==> config.mk <==
export PLATFORM = sky130hd
export DESIGN_NAME = timer_event_counter
export DESIGN_NICKNAME = d
export VERILOG_FILES = /design/src/timer_event_counter.v
export VERILOG_INCLUDE_DIRS = /design/src
export SDC_FILE = /design/constraint.sdc
export NUM_CORES = 1
export LEC_CHECK = 0
export ABC_AREA = 1
export BUFFER_PORTS_ARGS = -buffer_cell sky130_fd_sc_hd__buf_2
export CORE_MARGIN = 2
export CORE_UTILIZATION = 50
export CTS_BUF_LIST = sky130_fd_sc_hd__clkbuf_8 sky130_fd_sc_hd__clkbuf_16
export DETAILED_ROUTE_END_ITERATION = 7
export HOLD_SLACK_MARGIN = 0.05
export PLACE_DENSITY_LB_ADDON = 0.3
export SYNTH_ARGS = -nofsm -noshare
export SYNTH_HDL_FRONTEND = slang
export SYNTH_SLANG_ARGS = --single-unit
export TNS_END_PERCENT = 100
==> constraint.sdc <==
create_clock -name clk -period 6.6 [get_ports clk]
set_input_delay 0.66 -clock clk [delete_from_list [all_inputs] [get_ports clk]]
set_output_delay 0.66 -clock clk [all_outputs]
set_load 0.01 [all_outputs]
==> src/timer_defines.vh <==
`ifndef TIMER_DEFINES_VH
`define TIMER_DEFINES_VH

// ==========================================
// Register byte offsets
`define OFS_CTRL0 8'h00
`define OFS_VAL0 8'h04
`define OFS_CTRL1 8'h08
`define OFS_LOW1 8'h0C
`define OFS_HIGH1 8'h10
`define OFS_CTRL2 8'h14
`define OFS_VAL2 8'h18
`define OFS_CTRL3 8'h1C
`define OFS_VAL3 8'h20

// ==========================================
// Control fields
`define MODE_HI 7
`define MODE_LO 6
`define CLK_SEL_BIT 5
`define RUN_BIT 4
`define EDGE_BIT 3
`define PSC_HI 2
`define CTRL_RESET 8'h08
`define NARROW_CTRL_MASK 8'hDF
`define WIDE_CTRL_MASK 8'hF8

// ==========================================
// Mode codes
`define MODE_NONE 2'h0
`define MODE_EVENT 2'h1
`define MODE_TIMER 2'h2
`define MODE_PULSE 2'h3

// ==========================================
// Timing
`define WIDE_SYS_DIV_MASK 7'h03

`endif

==> src/timer_event_counter.v <==
// Chosen here: the placing of the registers and the APB register port.
`timescale 1ns/10ps
`default_nettype none
`include "timer_defines.vh"

module timer_event_counter #(
    parameter WIDE_SUB_OPTION = 1
) (
    input wire clk,
    input wire rst,
    input wire psel,
    input wire penable,
    input wire pwrite,
    input wire [31:0] paddr,
    input wire [31:0] pwdata,
    output reg [31:0] prdata,
    output wire pready,
    output wire pslverr,
    input wire [3:0] timer_pin,
    input wire subsidiary_clock,
    output reg [3:0] overflow
);

// ==========================================
// Decode helpers
function [3:0] narrow_index;
    input [7:0] ofs;
    begin
        case (ofs)
            `OFS_CTRL0,
            `OFS_VAL0: narrow_index = 4'h0;
            `OFS_CTRL2,
            `OFS_VAL2: narrow_index = 4'h1;
            `OFS_CTRL3,
            `OFS_VAL3: narrow_index = 4'h2;
            default: narrow_index = 4'hF;
        endcase
    end
endfunction

function is_mapped;
    input [31:0] addr;
    begin
        case (addr[7:0])
            `OFS_CTRL0,
            `OFS_VAL0,
            `OFS_CTRL1,
            `OFS_LOW1,
            `OFS_HIGH1,
            `OFS_CTRL2,
            `OFS_VAL2,
            `OFS_CTRL3,
            `OFS_VAL3:
                is_mapped = (addr[31:8] == 24'h000000);
            default: is_mapped = 1'b0;
        endcase
    end
endfunction

function is_value;
    input [7:0] ofs;
    begin
        case (ofs)
            `OFS_VAL0,
            `OFS_VAL2,
            `OFS_VAL3: is_value = 1'b1;
            default: is_value = 1'b0;
        endcase
    end
endfunction

function [1:0] pin_of;
    input integer idx;
    begin
        case (idx)
            0: pin_of = 2'd0;
            1: pin_of = 2'd2;
            default: pin_of = 2'd3;
        endcase
    end
endfunction

function psc_tick;
    input [6:0] cnt;
    input [2:0] code;
    reg [7:0] mask;
    begin
        mask = (8'h01 << code) - 8'h01;
        psc_tick = ((cnt & mask[6:0]) == mask[6:0]);
    end
endfunction

function step_ok;
    input [7:0] ctrl;
    input tick;
    input rise;
    input fall;
    input level;
    begin
        if (!ctrl[`RUN_BIT]) begin
            step_ok = 1'b0;
        end else begin
            case (ctrl[`MODE_HI:`MODE_LO])
                `MODE_EVENT:
                    step_ok = ctrl[`EDGE_BIT] ? fall : rise;
                `MODE_TIMER:
                    step_ok = tick;
                `MODE_PULSE:
                    step_ok = tick & (level == ctrl[`EDGE_BIT]);
                default:
                    step_ok = 1'b0;
            endcase
        end
    end
endfunction

// ==========================================
// Bus phases
wire setup_phase;
wire access_phase;
wire wr_stb;
wire rd_stb;
wire [7:0] ofs;
wire [7:0] wbyte;

assign setup_phase = psel & ~penable;
assign access_phase = psel & penable;
assign pready = 1'b1;
assign pslverr = access_phase & ~is_mapped(paddr);
assign wr_stb = access_phase & pwrite & is_mapped(paddr);
assign rd_stb = access_phase & ~pwrite & is_mapped(paddr);
assign ofs = paddr[7:0];
assign wbyte = pwdata[7:0];

// ==========================================
// Pin and subsidiary clock synchronisers
reg [3:0] pin_meta_reg;
reg [3:0] pin_sync_reg;
reg [3:0] pin_prev_reg;
reg sub_meta_reg;
reg sub_sync_reg;
reg sub_prev_reg;
wire [3:0] pin_rise;
wire [3:0] pin_fall;
wire sub_rise;

always @(posedge clk or posedge rst) begin
    if (rst) begin
        pin_meta_reg <= 4'h0;
        pin_sync_reg <= 4'h0;
        pin_prev_reg <= 4'h0;
        sub_meta_reg <= 1'b0;
        sub_sync_reg <= 1'b0;
        sub_prev_reg <= 1'b0;
    end else begin
        pin_meta_reg <= timer_pin;
        pin_sync_reg <= pin_meta_reg;
        pin_prev_reg <= pin_sync_reg;
        sub_meta_reg <= subsidiary_clock;
        sub_sync_reg <= sub_meta_reg;
        sub_prev_reg <= sub_sync_reg;
    end
end

assign pin_rise = pin_sync_reg & ~pin_prev_reg;
assign pin_fall = ~pin_sync_reg & pin_prev_reg;
assign sub_rise = sub_sync_reg & ~sub_prev_reg;

// ==========================================
// Shared prescaler
reg [6:0] psc_reg;
wire [6:0] psc_next;

assign psc_next = psc_reg + 7'h01;

always @(posedge clk or posedge rst) begin
    if (rst) begin
        psc_reg <= 7'h00;
    end else begin
        psc_reg <= psc_next;
    end
end

// ==========================================
// Wide system clock tick
wire wide_sys_tick;

assign wide_sys_tick = ((psc_reg & `WIDE_SYS_DIV_MASK) == `WIDE_SYS_DIV_MASK);

// ==========================================
// Narrow counters (pins 0, 2, 3)
wire [7:0] narrow_ctrl [0:2];
wire [7:0] narrow_count [0:2];
wire [2:0] narrow_ovf;

genvar g;
generate
    for (g = 0; g < 3; g = g + 1) begin : narrow
        localparam [1:0] PIN = pin_of(g);
        reg [7:0] ctrl_reg;
        reg [7:0] count_reg;
        reg [7:0] preload_reg;
        wire sel;
        wire tick;
        wire step;
        wire ctrl_wr;
        wire value_wr;

        assign sel = (narrow_index(ofs) == g);
        assign ctrl_wr = wr_stb & sel & ~is_value(ofs);
        assign value_wr = wr_stb & sel & is_value(ofs);
        assign tick = psc_tick(psc_reg, ctrl_reg[`PSC_HI:0]);
        assign step = step_ok(ctrl_reg, tick, pin_rise[PIN],
                              pin_fall[PIN], pin_sync_reg[PIN]);

        always @(posedge clk or posedge rst) begin
            if (rst) begin
                ctrl_reg <= `CTRL_RESET;
            end else if (ctrl_wr) begin
                ctrl_reg <= wbyte & `NARROW_CTRL_MASK;
            end
        end

        // Preload holds no reset value
        always @(posedge clk) begin
            if (value_wr) begin
                preload_reg <= wbyte;
            end
        end

        always @(posedge clk or posedge rst) begin
            if (rst) begin
                count_reg <= 8'h00;
            end else if (value_wr && !ctrl_reg[`RUN_BIT]) begin
                count_reg <= wbyte;
            end else if (step) begin
                if (count_reg == 8'hFF) begin
                    count_reg <= preload_reg;
                end else begin
                    count_reg <= count_reg + 8'h01;
                end
            end
        end

        assign narrow_ctrl[g] = ctrl_reg;
        assign narrow_count[g] = count_reg;
        assign narrow_ovf[g] = step & (count_reg == 8'hFF);
    end
endgenerate

// ==========================================
// Wide counter (pin 1)
reg [7:0] wide_ctrl_reg;
reg [15:0] wide_count_reg;
reg [15:0] wide_preload_reg;
reg [7:0] low_buffer_reg;
reg [7:0] low_latch_reg;
wire wide_tick;
wire wide_step;
wire wide_ovf;
wire [15:0] wide_load;
wire ctrl_wide_wr;
wire low_wr;
wire high_wr;
wire high_rd;

// ==========================================
// Wide register strobes
assign ctrl_wide_wr = wr_stb & (ofs == `OFS_CTRL1);
assign low_wr = wr_stb & (ofs == `OFS_LOW1);
assign high_wr = wr_stb & (ofs == `OFS_HIGH1);
assign high_rd = rd_stb & (ofs == `OFS_HIGH1);

// ==========================================
// Wide counter stepping
assign wide_tick = (WIDE_SUB_OPTION != 0 && wide_ctrl_reg[`CLK_SEL_BIT])
    ? sub_rise
    : wide_sys_tick;
assign wide_step = step_ok(wide_ctrl_reg, wide_tick, pin_rise[1],
                           pin_fall[1], pin_sync_reg[1]);
assign wide_ovf = wide_step & (wide_count_reg == 16'hFFFF);
assign wide_load = {wbyte, low_buffer_reg};

always @(posedge clk or posedge rst) begin
    if (rst) begin
        wide_ctrl_reg <= `CTRL_RESET;
    end else if (ctrl_wide_wr) begin
        wide_ctrl_reg <= wbyte & `WIDE_CTRL_MASK;
    end
end

// Preload and low buffer hold no reset value
always @(posedge clk) begin
    if (low_wr) begin
        low_buffer_reg <= wbyte;
    end
    if (high_wr) begin
        wide_preload_reg <= wide_load;
    end
end

always @(posedge clk or posedge rst) begin
    if (rst) begin
        wide_count_reg <= 16'h0000;
    end else if (high_wr && !wide_ctrl_reg[`RUN_BIT]) begin
        wide_count_reg <= wide_load;
    end else if (wide_step) begin
        if (wide_count_reg == 16'hFFFF) begin
            wide_count_reg <= wide_preload_reg;
        end else begin
            wide_count_reg <= wide_count_reg + 16'h0001;
        end
    end
end

// High byte read latches the live low byte
always @(posedge clk or posedge rst) begin
    if (rst) begin
        low_latch_reg <= 8'h00;
    end else if (high_rd) begin
        low_latch_reg <= wide_count_reg[7:0];
    end
end

// ==========================================
// Overflow requests
wire [3:0] ovf_all;

assign ovf_all[0] = narrow_ovf[0];
assign ovf_all[1] = wide_ovf;
assign ovf_all[2] = narrow_ovf[1];
assign ovf_all[3] = narrow_ovf[2];

always @(posedge clk or posedge rst) begin
    if (rst) begin
        overflow <= 4'h0;
    end else begin
        overflow <= ovf_all;
    end
end

// ==========================================
// Read data, captured in the setup cycle
reg [7:0] rd_byte;

always @* begin
    case (ofs)
        `OFS_CTRL0: rd_byte = narrow_ctrl[0];
        `OFS_VAL0: rd_byte = narrow_count[0];
        `OFS_CTRL1: rd_byte = wide_ctrl_reg;
        `OFS_LOW1: rd_byte = low_latch_reg;
        `OFS_HIGH1: rd_byte = wide_count_reg[15:8];
        `OFS_CTRL2: rd_byte = narrow_ctrl[1];
        `OFS_VAL2: rd_byte = narrow_count[1];
        `OFS_CTRL3: rd_byte = narrow_ctrl[2];
        `OFS_VAL3: rd_byte = narrow_count[2];
        default: rd_byte = 8'h00;
    endcase
end

// ==========================================
// Read word
wire [31:0] rd_word;

assign rd_word = is_mapped(paddr) ? {24'h000000, rd_byte} : 32'h00000000;

always @(posedge clk or posedge rst) begin
    if (rst) begin
        prdata <= 32'h00000000;
    end else if (setup_phase && !pwrite) begin
        prdata <= rd_word;
    end
end

endmodule
`default_nettype wire

# [Yosys cells after proc, flatten, opt, wreduce, memory -nomap -nowiden]
# Index checks and enable logic that the tools add are counted.
[totals] ff_bits=180 in_bits=74 output_inout_bits=38
[classes] n_addsub=8 n_shift=3 eq_ne=34 bitwise=41 reduce_logical=22 mux=30
[op_table] operator="$mux W8" count=10
[op_table] operator="$pmux W8 S9" count=1
[op_table] operator="$mux W16" count=3
[op_table] operator="$eq A8 B5 Y1 const B" count=4
[op_table] operator="$and A1 B1 Y1" count=29
[op_table] operator="$add A8 B1 Y8 const B" count=3
[op_table] operator="$eq A8 B8 Y1 const B" count=3
[op_table] operator="$logic_not A24 Y1" count=1
[op_table] operator="$and A7 B7 Y7" count=3
[op_table] operator="$eq A7 B7 Y1" count=3
[op_table] operator="$shl A1 B3 Y7 const A" count=3
[op_table] operator="$sub A7 B1 Y7 const B" count=3
[op_table] operator="$eq A2 B2 Y1 const B" count=9
[op_table] operator="$add A16 B1 Y16 const B" count=1
[op_table] operator="$eq A16 B16 Y1 const B" count=1
[op_table] operator="$eq A8 B4 Y1 const B" count=2
[op_table] operator="$pmux W1 S3" count=4
[op_table] operator="$pmux W4 S3" count=1
[op_table] operator="$mux W1" count=11
[op_table] operator="$reduce_or A9 Y1" count=1
[op_table] operator="$and A4 B4 Y4" count=2
[op_table] operator="$eq A2 B1 Y1 const B" count=4
[op_table] operator="$eq A8 B3 Y1 const B" count=1
[op_table] operator="$eq A8 B6 Y1 const B" count=1
[op_table] operator="other kinds (13)" count=34

# [Logic depth before layout (Yosys ltp)]
# Gate-level depths: netlist (run 1).
[logic_depth] ltp_word=9 depth_mapped=14 mapped_depth_nobuf=14

# [Least setup slack after synthesis (run 1)]
# No wires, ideal clock.
[synth_timing] path_type="input-to-reg" start="in paddr[7]" end="reg narrow[0].preload_reg[0], enable pin" arrival_time_ns=1.835 setup_time_ns=0.373 path_buffers=0 stages=7 required_ns=6.227 path_slack_ns=4.392 path_cell_list="nor2_2 -> nand2_1 -> inv_2 -> nand2_1 -> nand3_1 -> inv_2 -> nor3_4"
[synth_between] elab_chain_len=6
[synth_lines] item="start: declaration" line_no="timer_event_counter.v:14" text="input wire [31:0] paddr,"
[synth_lines] item="$eq A8 B5 Y1 (tied with other cells)" line_no="timer_event_counter.v:29, timer_event_counter.v:44"
[synth_lines] item="$reduce_or A2 Y1 / $reduce_or A9 Y1 (equally long branches)" line_no="timer_event_counter.v:29, timer_event_counter.v:44"
[synth_lines] item="$pmux W4 S3 / $mux W1 (equally long branches)" line_no="timer_event_counter.v:29, timer_event_counter.v:44"
[synth_lines] item="$logic_not A4 Y1 / $and A1 B1 Y1 (equally long branches)" line_no="timer_event_counter.v:209, timer_event_counter.v:130"
[synth_lines] item="$and A1 B1 Y1" line_no="timer_event_counter.v:211" text="assign value_wr = wr_stb & sel & is_value(ofs);"
[synth_lines] item="$and A1 B1 Y1 *" line_no="timer_event_counter.v:211"
[synth_lines] item="net narrow[0].value_wr" line_no="timer_event_counter.v:207" text="wire value_wr;"
[synth_lines] item="end signal: assignment" line_no="timer_event_counter.v:227" text="preload_reg <= wbyte;"
[synth_lines] item="end: declaration" line_no="timer_event_counter.v:202" text="reg [7:0] preload_reg;"
# The timed path passes the listed nets; every way through them passes the cells marked *.
# A chain may end at the register's enable or synchronous reset.

# [Worst setup path after layout (run 1)]
[layout_timing] start="in paddr[23]" end="out pslverr"
[layout_between] elab_chain_len=4
[layout_lines] item="$logic_not A24 Y1" line_no="timer_event_counter.v:54" text="is_mapped = (addr[31:8] == 24'h000000);"
[layout_lines] item="$mux W1" line_no="timer_event_counter.v:44" text="case (addr[7:0])"
[layout_lines] item="$not A1 Y1" line_no="timer_event_counter.v:129" text="assign pslverr = access_phase & ~is_mapped(paddr);"
[layout_lines] item="$and A1 B1 Y1" line_no="timer_event_counter.v:129"
[layout_lines] item="end: declaration" line_no="timer_event_counter.v:18" text="output wire pslverr,"
# Every way passes these cells.

==> results.sh, run 1 <==
export IMPL_final_antenna_net_count=0
export IMPL_wire_per_inst_microns=17.0
export IMPL_outcome="complete, no violations"
export IMPL_clkTransAtPathRegs_ns=0.06
export IMPL_cts_sink_cnt=156
export IMPL_critical_path_top_cell_by_count="sky130_fd_sc_hd__nor2_1"
export IMPL_cts_setup_buffers=0
export IMPL_design_final_nets=1145
export IMPL_hold_viol=0
export IMPL_via_count_of_the_first_global_routing_pass=6503
export IMPL_synthesis_area_per_instance_sq_um=8.26
export IMPL_synth_most_common_cell="sky130_fd_sc_hd__nand2_1"
export IMPL_critPathLaunch="paddr[23]"
export IMPL_arrival_ns=1.95
export IMPL_grt_ovfl_total=0
export IMPL_drt_total_wl_microns=22000
export IMPL_num_rows=46
export IMPL_hpwl_microns=15300
export IMPL_cpMaxStageDelayCell="sky130_fd_sc_hd__nor2_1"
export IMPL_worst_slew_pin_transition_ns=0.982
export IMPL_synth_top_cells_by_count="sky130_fd_sc_hd__nand2_1, sky130_fd_sc_hd__nand3_1, sky130_fd_sc_hd__inv_1, sky130_fd_sc_hd__dfrtp_1, sky130_fd_sc_hd__o21ai_0"
export IMPL_synth_edf_count=48
export IMPL_final_layout_size_suffix_gt1_frac=0.118
export IMPL_pre_cts_ws_ns=3.66
export IMPL_design_power_total_w=0.00206
export IMPL_asyncSetResetFlopFracSynth=0.692
export IMPL_fin_tns_setup_ns=0
export IMPL_finalWorstPathRequiredPeriod_ns=2.61
export IMPL_synthesized_instance_count=998
export IMPL_mappedNetlistArea_sq_mm=0.00824
export IMPL_slowest_delay_ns=0.39
export IMPL_area_growth_pct=12.1
export IMPL_holdWs_ns=0.336
export IMPL_route_detailed_vias_per_inst=5.57
export IMPL_die_area_sq_mm=0.0175
export IMPL_synth_seq_cells=156
export IMPL_reg2reg_from="wide_count_reg[1]"
export IMPL_relSlewSlack=0.343
export IMPL_clock_tree_buffer_depth=2
export IMPL_final_fill_count=1469
export IMPL_critPathLaunchType="primary input"
export IMPL_gp_routability_congestion=1.01
export IMPL_place_detailed_instances=1261
export IMPL_grt_start_max_net_pins=56
export IMPL_report_final_slew_viol_count=0
export IMPL_cts_buffers_inserted=17
export IMPL_maximum_clock_rate_mhz=383
export IMPL_synth_sequential_area_ratio=0.503
export IMPL_worst_ir_drop_vdd_mv=0.192
export IMPL_multi_input_comb_area_sq_mm=0.00346
export IMPL_core_area_sq_mm=0.0160
export IMPL_routed_via_count=7198
export IMPL_critical_path_required_ns=5.94
export IMPL_final_cell_count_no_fill=1293
export IMPL_synth_ff_type="sky130_fd_sc_hd__dfrtp_1"
export IMPL_cts_tree="done"
export IMPL_buffer_ports_inserted=62
export IMPL_critPathKind="primary input to output pin"
export IMPL_antenna_found_initial=0
export IMPL_postCtsHoldBufs=0
export IMPL_synth_top_cells_by_area="sky130_fd_sc_hd__dfrtp_1, sky130_fd_sc_hd__edfxtp_1, sky130_fd_sc_hd__nand2_1, sky130_fd_sc_hd__nand3_1, sky130_fd_sc_hd__inv_1"
export IMPL_floorplan_initialDensity=0.515
export IMPL_worst_skew_pair_late_latency_ns=0.43
export IMPL_hold_path_class="primary input to asynchronous set/reset pin"
export IMPL_setup_ws_ns=3.99
export IMPL_detailedRoute_firstIterationViolations=857
export IMPL_h_tree_depth=4
export IMPL_chipHeight_microns=132
export IMPL_yosysUniqueCellTypes=41
export IMPL_power_density_mw_per_mm2=223
export IMPL_crit_chain="buf_2, nor2_1, nand2_1, nor2_1, nand2_1, nor2_1, nand2_1, inv_1, nor2_1, buf_2"
export IMPL_critical_path_peak_fanout=5
export IMPL_drt_pre_antenna_iters=6
export IMPL_p_leak_nw=4.26
export IMPL_yosysTopAreaCellShare=0.316
export IMPL_synth_yosys_warnings=0
export IMPL_insertedDiodeCount=0
export IMPL_rsz_0062_raised_after_global_routing="false"
export IMPL_cap_violations=0
export IMPL_floorplan_io_pins=112
export IMPL_grt_util_all_layers=0.254
export IMPL_post_cts_resized_instances=0
export IMPL_clk_tree_root_cell="sky130_fd_sc_hd__clkbuf_16"
export IMPL_clock_skew_ns=0.00744
export IMPL_endpoint_kind_of_the_worst_setup_timing_path="output pin"
export IMPL_grt_pass1_wl_microns=34700
export IMPL_largest_area_contributor_in_the_synthesized_netlist="sky130_fd_sc_hd__dfrtp_1"
export IMPL_sequential_cell_area_sq_mm=0.00415
export IMPL_final_min_period_over_clock_period=0.396
export IMPL_die_x_microns=132
export IMPL_final_setup_viol_count=0
export IMPL_drc=0
[stage by stage]
| step | util | cell area [sq um] |
|---|---|---|
| final | 0.578 | 9240 |
| after global routing | 0.578 | 9240 |
| after CTS | 0.578 | 9240 |
| after detailed placement | 0.540 | 8640 |
| after global placement | 0.540 | 8640 |
| after floorplan | - | 8330 |
[worst max-delay path, delay by kind of cell]
kind                   cells  cell delay, ns
buffers and inverters      3            0.39
AND/OR/NAND/NOR            7            0.88
[logic make-up (layout without fill, tap and decap cells)]
family                   after synthesis  in the layout  synth area share
buffers and inverters                156            212            0.0876
AND/OR/NAND/NOR                      498            498             0.270
multiplexers                           1              1           0.00137
AO/OA/AOI/OAI                        157            157             0.104
flip-flops                           156            156             0.503
other                                  2             25          0.000911
XOR/XNOR                              21             21            0.0223
adder cells (fa/ha/maj)                7              7            0.0106
[metal layers]
metal  share of wire  vias to the layer above  GRT usage
met4           0.033                        0      0.106
li1                -                     3432          -
met5               0                        -          0
met3           0.086                       54     0.0477
met2            0.43                      375      0.368
met1            0.45                     3337      0.375
[cells in the final DEF, fill, tap and decap left out, types with 7 or more instances in the layout]
master                      count
sky130_fd_sc_hd__a21oi_1       56
sky130_fd_sc_hd__buf_2         62
sky130_fd_sc_hd__clkbuf_16     20
sky130_fd_sc_hd__conb_1        25
sky130_fd_sc_hd__dfrtp_1      104
sky130_fd_sc_hd__edfxtp_1      48
sky130_fd_sc_hd__ha_1           7
sky130_fd_sc_hd__inv_1        113
sky130_fd_sc_hd__nand2_1      237
sky130_fd_sc_hd__nand3_1      144
sky130_fd_sc_hd__nand4_1       12
sky130_fd_sc_hd__nor2_1        68
sky130_fd_sc_hd__nor2_2         7
sky130_fd_sc_hd__nor3_1        12
sky130_fd_sc_hd__o21ai_0       71
sky130_fd_sc_hd__o22ai_1       11
sky130_fd_sc_hd__xor2_1        17
[final cells by class]
type                            count  area share
Sequential cell                   156       0.449
Clock inverter                     11     0.00961
Timing Repair Buffer               63      0.0344
Tap cell                          216      0.0292
Clock buffer                       21      0.0556
Inverter                          117      0.0478
Multi-Input combinational cell    709       0.374
[where the power goes]
group | internal, W | switching [W]
logic | 0.0000165 | 0.0000520
registers | 0.00100 | 0.00000229
clock network | 0.000592 | 0.000394
[path summary, 6_finish.rpt]
path	slack, ns	to	depth (start not counted)
worst max-delay path	3.99	pslverr	10
worst min-delay path	0.34	overflow[1]	2
worst max register to register	4.01	wide_count_reg[15]	10
worst min register to register	0.35	pin_sync_reg[2]	0
max in group asynchronous	5.07	overflow[2]	3
min in group clk	0.34	sub_meta_reg	1
(Power assumes the default switching activity.)
==> run 2: changes to the inputs <==
--- a/config.mk
+++ b/config.mk
@@ -6,7 +6,7 @@
 export SDC_FILE = /design/constraint.sdc
 export NUM_CORES = 1
 export LEC_CHECK = 0
-export ABC_AREA = 1
+export ABC_AREA = 0
 export BUFFER_PORTS_ARGS = -buffer_cell sky130_fd_sc_hd__buf_2
 export CORE_MARGIN = 2
 export CORE_UTILIZATION = 50
==> constraint.sdc (replaced) <==
create_clock -name clk -period 2.6 [get_ports clk]
set_input_delay 0.26 -clock clk [delete_from_list [all_inputs] [get_ports clk]]
set_output_delay 0.26 -clock clk [all_outputs]
set_load 0.01 [all_outputs]
==> run 2 against run 1 <==
Against the previous run:
- sequential power increased to 2.6 times the previous value
- critical path type is now flop to flop
- die area rose by 1.0%
- highest routed layer unchanged
- first-iteration DRC count down 25%
- worst hold slack got worse by 0.11 ns
- register-to-register slack lost 3.9 ns
- global-route usage is 0.53 points higher
- combinational power increased to 3.6 times the previous value
- clock power grew to 2.5 times the previous value
==> results.sh, run 2 <==
export IMPL_chipHeight_microns=133
export IMPL_clkTransAtPathRegs_ns=0.07
export IMPL_final_antenna_net_count=0
export IMPL_final_fill_count=1372
export IMPL_synthesis_area_per_instance_sq_um=10.5
export IMPL_insertedDiodeCount=0
export IMPL_critical_path_required_ns=2.92
export IMPL_power_density_mw_per_mm2=544
export IMPL_synth_yosys_warnings=0
export IMPL_num_rows=47
export IMPL_synth_edf_count=48
export IMPL_die_area_sq_mm=0.0177
export IMPL_grt_pass1_wl_microns=35200
export IMPL_asyncSetResetFlopFracSynth=0.692
export IMPL_clock_tree_buffer_depth=2
export IMPL_hold_path_start="pwdata[2]"
export IMPL_grt_util_all_layers=0.260
export IMPL_worst_ir_drop_vdd_mv=0.482
export IMPL_synth_most_common_cell="sky130_fd_sc_hd__dfrtp_1"
export IMPL_routed_via_count=6615
export IMPL_final_layout_size_suffix_gt1_frac=0.233
export IMPL_floorplan_io_pins=112
export IMPL_final_setup_viol_count=0
export IMPL_synthesized_instance_count=795
export IMPL_yosysTopAreaCellShare=0.312
export IMPL_yosysUniqueCellTypes=80
export IMPL_synth_top_cells_by_count="sky130_fd_sc_hd__dfrtp_1, sky130_fd_sc_hd__nand2_1, sky130_fd_sc_hd__o21ai_0, sky130_fd_sc_hd__edfxtp_1, sky130_fd_sc_hd__nor2_1"
export IMPL_buffer_ports_inserted=62
export IMPL_outcome="complete, no violations"
export IMPL_synth_sequential_area_ratio=0.498
export IMPL_antenna_found_initial=0
export IMPL_clock_skew_ns=0.0116
export IMPL_critPathKind="flop to flop"
export IMPL_critical_path_peak_fanout=4
export IMPL_cap_violations=0
export IMPL_reg2reg_from="narrow[0].ctrl_reg[0]"
export IMPL_p_leak_nw=4.18
export IMPL_ff_to_ff_setup_slack_ns=0.10
export IMPL_area_growth_pct=16.7
export IMPL_gp_routability_congestion=0.991
export IMPL_finalWorstPathRequiredPeriod_ns=2.50
export IMPL_maximum_clock_rate_mhz=400
export IMPL_timing_hold_worst_path_depth=1
export IMPL_mappedNetlistArea_sq_mm=0.00833
export IMPL_endpoint_kind_of_the_worst_setup_timing_path="flop"
export IMPL_rr_endpoint="narrow[0].count_reg[6]"
export IMPL_cts_sink_cnt=156
export IMPL_arrival_ns=2.82
export IMPL_report_final_slew_viol_count=0
export IMPL_drc=0
export IMPL_fin_tns_setup_ns=0
export IMPL_cts_tree="done"
export IMPL_die_x_microns=133
export IMPL_synth_ff_type="sky130_fd_sc_hd__dfrtp_1"
export IMPL_h_tree_depth=4
export IMPL_route_detailed_vias_per_inst=5.87
export IMPL_synth_seq_cells=156
export IMPL_grt_ovfl_total=0
export IMPL_final_core_util=0.593
export IMPL_final_min_period_over_clock_period=0.960
export IMPL_detailedRoute_firstIterationViolations=640
export IMPL_relSlewSlack=0.585
export IMPL_drt_total_wl_microns=22200
export IMPL_hold_path_class="primary input to flop"
export IMPL_clk_tree_root_cell="sky130_fd_sc_hd__clkbuf_16"
export IMPL_cts_buffers_inserted=17
export IMPL_design_power_total_w=0.00529
export IMPL_grt_start_max_net_pins=109
export IMPL_reg2regPathDepth=9
export IMPL_whs_endpoint="low_buffer_reg[2]"
export IMPL_final_cell_mix="sky130_fd_sc_hd__dfrtp_1, sky130_fd_sc_hd__nand2_1, sky130_fd_sc_hd__buf_2"
export IMPL_via_count_of_the_first_global_routing_pass=6463
export IMPL_worst_skew_pair_late_latency_ns=0.44
export IMPL_hold_viol=0
export IMPL_rsz_0062_raised_after_global_routing="false"
export IMPL_hpwl_microns=15400
export IMPL_largest_area_contributor_in_the_synthesized_netlist="sky130_fd_sc_hd__dfrtp_1"
export IMPL_final_common_cell="sky130_fd_sc_hd__dfrtp_1"
export IMPL_synth_top_cells_by_area="sky130_fd_sc_hd__dfrtp_1, sky130_fd_sc_hd__edfxtp_1, sky130_fd_sc_hd__mux2_2, sky130_fd_sc_hd__o21ai_0, sky130_fd_sc_hd__nand2_1"
export IMPL_floorplan_initialDensity=0.508
export IMPL_design_final_nets=974
export IMPL_wire_per_inst_microns=19.7
export IMPL_drt_pre_antenna_iters=5
export IMPL_critPathLaunchType="flop"
export IMPL_worst_slew_pin_transition_ns=0.623
export IMPL_core_area_sq_mm=0.0164
-- run 2: report_power, final --
| group | leakage [nW] | internal (W) | switching [W] |
|---|---|---|---|
| clock network | 0.291 | 0.00137 | 0.00113 |
| logic | 2.18 | 0.0000741 | 0.000169 |
| registers | 1.71 | 0.00254 | 0.00000656 |
-- run 2: cell families after synthesis --
family,count (synthesis),share of synthesized area
xor gates and xnor gates,24,0.0252
adders and majority gates,7,0.0105
buffers and inverters,80,0.0506
and+or+nand+nor,278,0.184
AOI/OAI and AO/OA,190,0.156
other,2,0.000901
DFF,156,0.498
muxes,58,0.0749
-- run 2: stage by stage --
stage                     area (sq um)  std cells  worst slack, ns  hold WS, ns
after floorplan                   8430        818          0.00197        0.291
after global placement            9040       1087           0.0892        0.333
after detailed placement          9040       1087           0.0509        0.335
after CTS                         9700       1125           0.0352        0.205
after global routing              9730       1126          0.00398        0.215
final                             9730       1126            0.103        0.221
-- run 2: how the worst max path moves through the flow --
stage	startpoint	to	slack [ns]	cells past startpoint
global route	narrow[2].ctrl_reg[1]	narrow[2].count_reg[4]	0.004	8
global placement	narrow[0].ctrl_reg[2]	narrow[0].count_reg[6]	0.09	8
detailed placement	narrow[0].ctrl_reg[2]	narrow[0].count_reg[5]	0.05	10
finish	narrow[0].ctrl_reg[0]	narrow[0].count_reg[6]	0.10	9
CTS	narrow[0].ctrl_reg[2]	narrow[0].count_reg[5]	0.04	10
floorplan	narrow[0].ctrl_reg[1]	narrow[0].count_reg[6]	0.002	10
-- run 2: timing repair --
action	4_1_cts	5_1_grt
gates resized for setup	0	7
buffers inserted	0	1
setup endpoints to repair	0	10
hold endpoints to repair	109	0
hold buffers	6	0
-- run 2: routing by layer --
metal  up-vias  share of wire  global-route usage
met3        36          0.072              0.0582
met4         0          0.021              0.0824
li1       3104              -                   -
met1      3239           0.44               0.368
met5         -              0                   0
met2       236           0.47               0.398
-- run 2: layout make-up --
class,instances,area [sq um],area share
clock inverters,15,169,0.0174
well taps,220,275,0.0283
clock buffers,17,425,0.0437
repair buffers,116,747,0.0768
inverters,20,78.8,0.00810
flip-flops and latches,156,4150,0.427
multi-input cells,582,3880,0.399
-- run 2: critical path, cell delays in order, from the launching register on --
cell	delay (ns)
sky130_fd_sc_hd__dfrtp_1	0.37
sky130_fd_sc_hd__or3_4	0.40
sky130_fd_sc_hd__ha_4	0.18
sky130_fd_sc_hd__or3_1	0.36
sky130_fd_sc_hd__a21oi_1	0.17
sky130_fd_sc_hd__mux2i_2	0.11
sky130_fd_sc_hd__a41oi_2	0.28
sky130_fd_sc_hd__buf_4	0.18
sky130_fd_sc_hd__o21ai_0	0.10
sky130_fd_sc_hd__a31o_2	0.24
==> run 3: changes to the inputs <==
==> constraint.sdc (replaced) <==
create_clock -name clk -period 2.5 [get_ports clk]
set_input_delay 0.25 -clock clk [delete_from_list [all_inputs] [get_ports clk]]
set_output_delay 0.25 -clock clk [all_outputs]
set_load 0.01 [all_outputs]
==> run 3 against run 2 <==
Against the previous run:
- routed wire length increased by 2.3%
- via count rose by 1.8%
- sequential share of layout area decreased by 0.48 points
- utilization grew 0.67 points
- cell count rose by 0.89%
- worst setup slack got worse by 0.059 ns
- sequential cell count stayed put
- highest routed layer unchanged
- total power is 3.3% higher
==> results.sh, run 3 (same netlist as run 2, synthesis figures left out) <==
export IMPL_outcome="complete, no violations"
export IMPL_endpoint_kind_of_the_worst_setup_timing_path="flop"
export IMPL_hold_path_start="pwdata[6]"
export IMPL_final_min_period_over_clock_period=0.982
export IMPL_relSlewSlack=0.614
export IMPL_final_setup_viol_count=0
export IMPL_wire_per_inst_microns=20.0
export IMPL_critPathKind="flop to flop"
export IMPL_timing_hold_worst_path_depth=3
export IMPL_critical_path_required_ns=2.83
export IMPL_clkTransAtPathRegs_ns=0.07
export IMPL_rsz_0062_raised_after_global_routing="true"
export IMPL_reg2regPathDepth=9
export IMPL_via_count_of_the_first_global_routing_pass=6531
export IMPL_cts_tree="done"
export IMPL_grt_util_all_layers=0.269
export IMPL_critical_path_peak_fanout=7
export IMPL_report_final_slew_viol_count=0
export IMPL_drt_total_wl_microns=22700
export IMPL_finalWorstPathRequiredPeriod_ns=2.46
export IMPL_final_layout_size_suffix_gt1_frac=0.243
export IMPL_hpwl_microns=16000
export IMPL_worst_ir_drop_vdd_mv=0.479
export IMPL_power_density_mw_per_mm2=556
export IMPL_floorplan_io_pins=112
export IMPL_clk_tree_root_cell="sky130_fd_sc_hd__clkbuf_16"
export IMPL_insertedDiodeCount=0
export IMPL_worst_skew_pair_late_latency_ns=0.44
export IMPL_cap_violations=0
export IMPL_setup_ws_ns=0.0441
export IMPL_grt_start_max_net_pins=52
export IMPL_num_rows=47
export IMPL_critPathLaunchType="flop"
export IMPL_core_area_sq_mm=0.0164
export IMPL_antenna_found_initial=0
export IMPL_drt_pre_antenna_iters=5
export IMPL_grt_pass1_wl_microns=36300
export IMPL_die_x_microns=133
export IMPL_whs_endpoint="wide_count_reg[14]"
export IMPL_cts_buffers_inserted=17
export IMPL_clock_skew_ns=0.00812
export IMPL_h_tree_depth=4
export IMPL_drc=0
export IMPL_p_leak_nw=4.23
export IMPL_gp_routability_congestion=1.02
export IMPL_final_fill_count=1400
export IMPL_reg2reg_from="narrow[0].ctrl_reg[2]"
export IMPL_cts_sink_cnt=156
export IMPL_hold_viol=0
export IMPL_area_growth_pct=18.1
export IMPL_clock_tree_buffer_depth=2
export IMPL_final_cell_mix="sky130_fd_sc_hd__dfrtp_1, sky130_fd_sc_hd__nand2_1, sky130_fd_sc_hd__buf_2"
export IMPL_design_power_total_w=0.00547
export IMPL_fin_tns_setup_ns=0
export IMPL_grt_ovfl_total=0
export IMPL_final_common_cell="sky130_fd_sc_hd__dfrtp_1"
export IMPL_rr_endpoint="narrow[0].count_reg[6]"
export IMPL_floorplan_initialDensity=0.508
export IMPL_design_final_nets=984
export IMPL_ff_to_ff_setup_slack_ns=0.04
export IMPL_maximum_clock_rate_mhz=407
export IMPL_pre_cts_ws_ns=-0.0640
export IMPL_die_area_sq_mm=0.0177
export IMPL_final_antenna_net_count=0
export IMPL_route_detailed_vias_per_inst=5.93
export IMPL_buffer_ports_inserted=62
export IMPL_holdWs_ns=0.206
export IMPL_arrival_ns=2.78
export IMPL_routed_via_count=6731
export IMPL_worst_slew_pin_transition_ns=0.575
export IMPL_hold_path_class="primary input to flop"
export IMPL_chipHeight_microns=133
export IMPL_detailedRoute_firstIterationViolations=565
==> run 3: changes by cell type in the layout (fill, tap and decap cells not counted), moves of 2 or more <==
cell,before,now
sky130_fd_sc_hd__inv_8,6,2
sky130_fd_sc_hd__buf_4,46,54
sky130_fd_sc_hd__buf_12,1,3
sky130_fd_sc_hd__clkinv_4,0,3
==> run 3: metrics by stage <==
step | std cells | util | area, sq um
5_1_grt | 1136 | 0.600 | 9840
3_3_place_gp | 1097 | 0.558 | 9150
2_1_floorplan | 818 | - | 8460
6_report | 1136 | 0.600 | 9840
4_1_cts | 1136 | 0.598 | 9810
3_5_place_dp | 1097 | 0.558 | 9150
==> run 3: worst max path at each step <==
stage | start | to | slack [ns] | cells past startpoint
after detailed placement | narrow[0].ctrl_reg[2] | narrow[0].count_reg[6] | -0.06 | 8
after floorplan | narrow[0].ctrl_reg[1] | narrow[0].count_reg[6] | -0.008 | 10
after global routing | narrow[0].ctrl_reg[2] | narrow[0].count_reg[3] | -0.10 | 10
after global placement | narrow[0].ctrl_reg[2] | narrow[0].count_reg[6] | -0.04 | 8
after CTS | narrow[0].ctrl_reg[0] | narrow[0].count_reg[5] | -0.04 | 9
final | narrow[0].ctrl_reg[2] | narrow[0].count_reg[6] | 0.04 | 9
==> run 3: layer usage <==
layer / wire length [microns] / vias up / part of all wire / global-route usage
met4: 568 / 0 / 0.025 / 0.0986
met2: 10700 / 270 / 0.47 / 0.422
met3: 1530 / 34 / 0.067 / 0.0544
li1: - / 3124 / - / -
met5: 0 / - / 0 / 0
met1: 9880 / 3303 / 0.44 / 0.374
==> run 3: report_power, final <==
group,leakage [nW],internal (W),switching (W)
clock,0.283,0.00140,0.00115
combinational,2.24,0.0000861,0.000182
sequential,1.71,0.00264,0.00000726
==> run 3: critical path, cell delays in order (launching register included) <==
cell and delay, ns:
sky130_fd_sc_hd__dfrtp_1 0.37, sky130_fd_sc_hd__or3_4 0.41, sky130_fd_sc_hd__ha_4 0.18, sky130_fd_sc_hd__buf_4 0.14, sky130_fd_sc_hd__o21ai_1 0.10, sky130_fd_sc_hd__a21oi_2 0.09, sky130_fd_sc_hd__mux2i_2 0.26, sky130_fd_sc_hd__a41oi_4 0.23
sky130_fd_sc_hd__a2111o_1 0.33, sky130_fd_sc_hd__a31o_2 0.24
==> run 3: repair_timing <==
item,4_1_cts,5_1_grt
setup endpoints to repair,3,8
hold buffers,6,0
pin swaps,8,6
resized for setup,1,7
gates cloned,0,0
setup buffers,1,0
endpoints found under the hold margin,17,0
==> run 3: area by class of cell <==
cell class,instances,area (sq um),share of cell area
flip-flops and latches,156,4150,0.422
multi-input cells,582,3910,0.397
repair buffers,126,847,0.0861
clock buffers,17,425,0.0432
well taps,220,275,0.0280
clock inverters,15,155,0.0158
inverters,20,78.8,0.00801
